--- src/acec_pkg.sv ---
// package for the analog compare event control block
package acec_pkg;
  // register map
  localparam logic [3:0] STATCTRL_OFF = 4'h0;
  localparam logic [3:0] SYSOPT_OFF = 4'h1;
  localparam logic [3:0] PWRMODE_OFF = 4'h2;
  // status/control field positions
  localparam int BIT_ENABLE = 7;
  localparam int BIT_REFSEL = 6;
  localparam int BIT_FLAG = 5;
  localparam int BIT_IRQEN = 4;
  localparam int BIT_OUTVAL = 3;
  localparam int BIT_PINEN = 2;
  localparam int MODE_HI = 1;
  localparam int MODE_LO = 0;
  // system option field position
  localparam int BIT_ROUTE = 0;
  // reset values
  localparam logic [7:0] STATCTRL_RST = 8'h00;
  localparam logic [7:0] UNMAPPED_RD = 8'h00;
  // edge mode codes
  localparam logic [1:0] MODE_FALL0 = 2'h0;
  localparam logic [1:0] MODE_RISE = 2'h1;
  localparam logic [1:0] MODE_FALL2 = 2'h2;
  localparam logic [1:0] MODE_BOTH = 2'h3;

  // power mode codes
  typedef enum logic [2:0] {
    PM_RUN = 3'h0,
    PM_WAIT = 3'h1,
    PM_STOP3 = 3'h2,
    PM_STOP2 = 3'h3,
    PM_STOP1 = 3'h4,
    PM_BDM = 3'h5
  } acec_pmode_t;

  // register bus request
  typedef struct packed {
    logic [3:0] addr;
    logic [7:0] wdata;
    logic wr;
    logic rd;
  } acec_bus_req_t;

  // control fields
  typedef struct packed {
    logic enable;
    logic refsel;
    logic irqen;
    logic pinen;
    logic [1:0] mode;
  } acec_ctrl_t;
endpackage

--- src/acec_top.sv ---
// analog compare event control: register, synchroniser, edge event, routing
`timescale 1ns/1ps
module acec_top (
  // clock and reset
  input wire logic clk_sys_in,
  input wire logic nrst_in,
  // register port
  input wire logic [3:0] addr_in,
  input wire logic [7:0] wdata_in,
  input wire logic wr_in,
  input wire logic rd_in,
  output logic [7:0] rdata_out,
  // analog front end
  input wire logic cmp_raw_in,
  output logic analog_enable_out,
  output logic reference_select_out,
  // power mode
  input wire acec_pkg::acec_pmode_t pmode_in,
  // timer and pin
  input wire logic timer_pin_in,
  output logic capture_in_out,
  output logic timer_pin_avail_out,
  output logic comparator_output_pin_out,
  output logic comparator_output_oe_out,
  // interrupt and wake
  output logic irq_out,
  output logic wake_out
);
  acec_pkg::acec_bus_req_t req;
  acec_pkg::acec_ctrl_t ctrl_r;
  logic flag_r;
  logic route_r;
  logic sync1_r;
  logic sync2_r;
  logic prev_r;
  logic outval;
  logic powered_down;
  logic edge_evt;
  logic clr_flag;
  logic [7:0] rd_nxt;

  assign req = '{addr: addr_in, wdata: wdata_in, wr: wr_in, rd: rd_in};
  // stop2/stop1 remove power: hold everything except the read data at reset
  assign powered_down = (pmode_in == acec_pkg::PM_STOP2) ||
                        (pmode_in == acec_pkg::PM_STOP1);

  // edge match for the selected mode
  function automatic logic edge_match(input logic [1:0] mode, input logic prev,
                                      input logic cur);
    case (mode)
      acec_pkg::MODE_RISE: edge_match = !prev && cur;
      acec_pkg::MODE_BOTH: edge_match = prev != cur;
      acec_pkg::MODE_FALL0, acec_pkg::MODE_FALL2: edge_match = prev && !cur;
      default: edge_match = 1'b0;
    endcase
  endfunction

  // register write decode, shared by every writable field
  function automatic logic reg_wr_hit(input acec_pkg::acec_bus_req_t r,
                                      input logic [3:0] off);
    reg_wr_hit = r.wr && (r.addr == off);
  endfunction

  // modes from which a pending interrupt wakes the processor
  function automatic logic wake_mode(input acec_pkg::acec_pmode_t pm);
    wake_mode = (pm == acec_pkg::PM_WAIT) || (pm == acec_pkg::PM_STOP3);
  endfunction

  // control fields; same behaviour in run, wait, stop3 and debug
  always_ff @(posedge clk_sys_in) begin
    if (!nrst_in || powered_down) begin
      ctrl_r <= '0;
    end else if (reg_wr_hit(req, acec_pkg::STATCTRL_OFF)) begin
      ctrl_r.enable <= req.wdata[acec_pkg::BIT_ENABLE];
      ctrl_r.refsel <= req.wdata[acec_pkg::BIT_REFSEL];
      ctrl_r.irqen <= req.wdata[acec_pkg::BIT_IRQEN];
      ctrl_r.pinen <= req.wdata[acec_pkg::BIT_PINEN];
      ctrl_r.mode <= req.wdata[acec_pkg::MODE_HI:acec_pkg::MODE_LO];
    end
  end

  // system option: route-to-capture
  always_ff @(posedge clk_sys_in) begin
    if (!nrst_in || powered_down) begin
      route_r <= 1'b0;
    end else if (reg_wr_hit(req, acec_pkg::SYSOPT_OFF)) begin
      route_r <= req.wdata[acec_pkg::BIT_ROUTE];
    end
  end

  // two-stage synchroniser; raw input already high when plus exceeds minus
  always_ff @(posedge clk_sys_in) begin
    if (!nrst_in || powered_down) begin
      sync1_r <= 1'b0;
      sync2_r <= 1'b0;
    end else begin
      sync1_r <= cmp_raw_in;
      sync2_r <= sync1_r;
    end
  end

  assign outval = ctrl_r.enable & sync2_r;

  // previous synchronised value; follows the input even while disabled
  always_ff @(posedge clk_sys_in) begin
    if (!nrst_in || powered_down) begin
      prev_r <= 1'b0;
    end else begin
      prev_r <= sync2_r;
    end
  end

  // enable toggles alone never look like an edge
  assign edge_evt = ctrl_r.enable &&
                    edge_match(ctrl_r.mode, prev_r, sync2_r);
  assign clr_flag = reg_wr_hit(req, acec_pkg::STATCTRL_OFF) &&
                    req.wdata[acec_pkg::BIT_FLAG];

  // event flag: set wins over clear
  always_ff @(posedge clk_sys_in) begin
    if (!nrst_in || powered_down) begin
      flag_r <= 1'b0;
    end else if (edge_evt) begin
      flag_r <= 1'b1;
    end else if (clr_flag) begin
      flag_r <= 1'b0;
    end
  end

  // read mux
  always_comb begin
    rd_nxt = acec_pkg::UNMAPPED_RD;
    case (req.addr)
      acec_pkg::STATCTRL_OFF: begin
        rd_nxt[acec_pkg::BIT_ENABLE] = ctrl_r.enable;
        rd_nxt[acec_pkg::BIT_REFSEL] = ctrl_r.refsel;
        rd_nxt[acec_pkg::BIT_FLAG] = flag_r;
        rd_nxt[acec_pkg::BIT_IRQEN] = ctrl_r.irqen;
        rd_nxt[acec_pkg::BIT_OUTVAL] = outval;
        rd_nxt[acec_pkg::BIT_PINEN] = ctrl_r.pinen;
        rd_nxt[acec_pkg::MODE_HI:acec_pkg::MODE_LO] = ctrl_r.mode;
      end
      acec_pkg::SYSOPT_OFF: rd_nxt[acec_pkg::BIT_ROUTE] = route_r;
      acec_pkg::PWRMODE_OFF: rd_nxt[2:0] = pmode_in;
      default: rd_nxt = acec_pkg::UNMAPPED_RD;
    endcase
  end

  always_ff @(posedge clk_sys_in) begin
    if (!nrst_in) begin
      rdata_out <= acec_pkg::UNMAPPED_RD;
    end else if (req.rd) begin
      rdata_out <= rd_nxt;
    end else begin
      rdata_out <= acec_pkg::UNMAPPED_RD;
    end
  end

  // analog enable
  always_ff @(posedge clk_sys_in) begin
    if (!nrst_in || powered_down) begin
      analog_enable_out <= 1'b0;
    end else begin
      analog_enable_out <= ctrl_r.enable;
    end
  end

  // reference select
  always_ff @(posedge clk_sys_in) begin
    if (!nrst_in || powered_down) begin
      reference_select_out <= 1'b0;
    end else begin
      reference_select_out <= ctrl_r.refsel;
    end
  end

  // output pin value, low while the pin is not enabled
  always_ff @(posedge clk_sys_in) begin
    if (!nrst_in || powered_down) begin
      comparator_output_pin_out <= 1'b0;
    end else begin
      comparator_output_pin_out <= ctrl_r.pinen & outval;
    end
  end

  // output pin enable
  always_ff @(posedge clk_sys_in) begin
    if (!nrst_in || powered_down) begin
      comparator_output_oe_out <= 1'b0;
    end else begin
      comparator_output_oe_out <= ctrl_r.pinen;
    end
  end

  // timer capture source
  always_ff @(posedge clk_sys_in) begin
    if (!nrst_in || powered_down) begin
      capture_in_out <= 1'b0;
    end else begin
      capture_in_out <= route_r ? outval : timer_pin_in;
    end
  end

  // timer pin free only while not routed
  always_ff @(posedge clk_sys_in) begin
    if (!nrst_in || powered_down) begin
      timer_pin_avail_out <= 1'b1;
    end else begin
      timer_pin_avail_out <= !route_r;
    end
  end

  // interrupt request level
  always_ff @(posedge clk_sys_in) begin
    if (!nrst_in || powered_down) begin
      irq_out <= 1'b0;
    end else begin
      irq_out <= ctrl_r.irqen & flag_r;
    end
  end

  // wake request from wait or stop3
  always_ff @(posedge clk_sys_in) begin
    if (!nrst_in || powered_down) begin
      wake_out <= 1'b0;
    end else begin
      wake_out <= ctrl_r.irqen & flag_r & wake_mode(pmode_in);
    end
  end
endmodule

--- config.mk ---
export PLATFORM = sky130hd
export DESIGN_NAME = acec_top
export DESIGN_NICKNAME = d
export VERILOG_FILES = /design/src/acec_pkg.sv /design/src/acec_top.sv
export SDC_FILE = /design/constraint.sdc
export NUM_CORES = 1
export LEC_CHECK = 0
export ABC_AREA = 1
export ABC_CLOCK_PERIOD_IN_PS = 1650
export BUFFER_PORTS_ARGS = -buffer_cell sky130_fd_sc_hd__buf_2
export CAP_MARGIN = 20
export CORE_ASPECT_RATIO = 0.9
export CORE_MARGIN = 4
export CORE_UTILIZATION = 32
export CTS_BUF_LIST = sky130_fd_sc_hd__clkbuf_8 sky130_fd_sc_hd__clkbuf_16
export CTS_CLUSTER_DIAMETER = 50
export CTS_CLUSTER_SIZE = 10
export DETAILED_ROUTE_END_ITERATION = 12
export SYNTH_ARGS = -nofsm -noshare
export SYNTH_HDL_FRONTEND = slang
export SYNTH_SLANG_ARGS = --single-unit
--- constraint.sdc ---
create_clock -name clk_sys_in -period 1.65 [get_ports clk_sys_in]
set_clock_uncertainty 0.1 [all_clocks]
set_input_delay 0.0825 -clock clk_sys_in [delete_from_list [all_inputs] [get_ports clk_sys_in]]
set_output_delay 0.0825 -clock clk_sys_in [all_outputs]
set_load 0.01 [all_outputs]
==> flow_metrics.env <==
export IMPL_setup_tns_ns=0
export IMPL_synth_main_ff_cell="dfxtp_1"
export IMPL_rsz0062_at_grt="no"
export IMPL_fp_dieW_um=67.3
export IMPL_worstHoldPathType="primary input to register"
export IMPL_fmax_mhz=685
export IMPL_arrival_ns=1.51
export IMPL_synth_seq_cells=27
export IMPL_grt_pass1_vias=859
export IMPL_grt_pass1_wl_mm=3.66
export IMPL_finalHoldViolCount=0
export IMPL_setup_viol=0
export IMPL_wire_per_inst_um=10.5
export IMPL_cts_max_path_buffers=2
export IMPL_synth_edf_count=0
export IMPL_coreArea_um2=3040
export IMPL_drive_gt1_share_pct=24.6
export IMPL_syn_instance_count=129
export IMPL_ant_nets=0
export IMPL_maxCapViolCount=0
export IMPL_dieArea_um2=4130
export IMPL_worstMarginPinSlew_ns=0.418
export IMPL_path_clk_slew_ns=0.09
export IMPL_io_buffers=35
export IMPL_netlist_area_um2=1010
export IMPL_period_minus_slack_ns=1.46
export IMPL_path_max_fanout=11
export IMPL_synthToLayoutAreaGrowth_pct=34.1
export IMPL_initial_core_util_pct=33.3
export IMPL_globalplace_congestion=0.761
export IMPL_p_per_area_nw_per_um2=828
export IMPL_setup_worst_path_start="pmode_in[1]"
export IMPL_synthArstFlopShare_pct=0
export IMPL_num_io_pins=37
export IMPL_syn_avg_cell_area_um2=7.86
export IMPL_vias=934
export IMPL_required_ns=1.70
export IMPL_outcome="finished, final reports clean"
export IMPL_grt_start_max_net_pins=16
export IMPL_fin_nets=199
export IMPL_htreeDepth=1
export IMPL_dpl_worst_slack_ns=0.337
export IMPL_diodes=0
export IMPL_setup_slack_ns=0.189
export IMPL_cts_sinks=27
export IMPL_grt_use_total_pct=12.0
export IMPL_grt_overflow_total=0
export IMPL_reg2reg_from="sync2_r"
export IMPL_dp_hpwl_mm=1.67
export IMPL_start_kind="primary input"
export IMPL_drt_iter0_drc=60
export IMPL_critical_path_class="primary input to register"
export IMPL_firstDrtPassIters=4
export IMPL_numCtsBuffers=3
export IMPL_max_slew_margin_rel_pct=72.1
export IMPL_cts_tree="built"
export IMPL_cts_root_buf="clkbuf_8"
export IMPL_synth_cell_types=18
export IMPL_synth_fp_nets=152
export IMPL_ir_worst_vdd_mv=0.507
export IMPL_synth_seq_area_share_pct=53.3
export IMPL_hold_path_startpoint="pmode_in[2]"
export IMPL_rows=19
export IMPL_maxSlewViolCount=0
export IMPL_wl_mm=2.28
export IMPL_via_per_inst=4.30
export IMPL_clk_latency_ns=0.27
export IMPL_yosys_area_top_type_share_pct=53.3
export IMPL_synth_area_leader_cell="dfxtp_1"
export IMPL_die_y_um=61.4
export IMPL_synthTopCellsByArea="dfxtp_1 (53%), nand2_1 (11%), nor2_1 (10%)"
export IMPL_yosysMostFrequentCell="nand2_1"
export IMPL_antenna_found_initial=0
export IMPL_yosysWarnings=0
export IMPL_ys_top_cells_by_count="nand2_1 (30), dfxtp_1 (27), nor2_1 (27)"
export IMPL_period_share_pct=88.5
export IMPL_drc_errors=0
export IMPL_p_leak_nw=0.657
export IMPL_critPathCaptureType="register"
## flip-flops by register name, summed over array words and instances, names as in the netlist
signal / count
analog_enable_out: 1
capture_in_out: 1
comparator_output_oe_out: 1
comparator_output_pin_out: 1
ctrl_r: 6
flag_r: 1
irq_out: 1
prev_r: 1
rdata_out: 8
reference_select_out: 1
route_r: 1
sync1_r: 1
sync2_r: 1
timer_pin_avail_out: 1
wake_out: 1
## where the power goes
group          internal (mW)  switching (mW)  total (mW)
Clock                  0.169           0.197       0.366
Sequential             0.657         0.00309       0.660
Combinational         0.0453          0.0528      0.0982
Total                  0.872           0.253        1.12
## stage by stage
stage	instances	utilization (%)	hold slack, ns	area (um2)	power, mW
global placement	204	40.2	0.201	1220	0.755
finish	217	44.7	0.00802	1360	1.12
detailed placement	204	40.2	0.212	1220	0.758
global route	217	44.7	0.0301	1360	1.18
CTS	217	44.7	0.00228	1360	1.14
floorplan	129	-	0.0947	1010	0.719
## worst max-delay path: stages
cell,delay (ns)
dlygate4sd3_1,0.53
buf_2,0.14
o21ai_1,0.24
nand2_1,0.08
nand2_1,0.33
nor2_1,0.09
## cell usage in the layout (no fill, tap or decap), drive strengths merged
| cell | n |
|---|---|
| a21oi | 3 |
| buf | 35 |
| clkbuf | 3 |
| clkinv | 1 |
| dfxtp | 27 |
| dlygate4sd3 | 9 |
| ha | 2 |
| inv | 16 |
| nand2 | 30 |
| nand3 | 10 |
| nand4 | 3 |
| nor2 | 29 |
| nor3 | 2 |
| o21ai | 4 |
| o21bai | 1 |
## routing by layer
| layer | track usage [%] | share of wire, % |
|---|---|---|
| met5 | 0 | 0 |
| met1 | 13.6 | 43 |
| met3 | 4.56 | 5.8 |
| met4 | 2.60 | 0.48 |
| met2 | 21.7 | 51 |
## cell families after synthesis
family	after synthesis	share of synthesized area, %
adder cells (fa/ha/maj)	2	2.47
AND/OR/NAND/NOR	74	31.1
buffers and inverters	18	7.78
AO/OA/AOI/OAI	8	5.31
flip-flops	27	53.3
## what timing repair did
action                                 in CTS  in global routing
resized for setup                           0                  0
buffers inserted                            0                  0
endpoints found under the hold margin      10                  0
hold buffers                                9                  0
setup endpoints to repair                   0                  0
## final timing paths
check	end	slack, ns	cells past startpoint
max	comparator_output_pin_out	0.19	6
min	rdata_out[2]	0.008	3
max reg2reg	flag_r	0.34	7
min reg2reg	sync2_r	0.32	2
## area by class of cell
| type | instances | area, um2 |
|---|---|---|
| clock buffer | 3 | 41.3 |
| clock inverter | 1 | 5.00 |
| tap | 42 | 52.6 |
| sequential | 27 | 541 |
| timing repair buffer | 44 | 265 |
| multi-input combinational | 84 | 394 |
| inverter | 16 | 60.1 |
| fill | 343 | 1680 |
No activity file was read; power rests on OpenSTA's default activity.
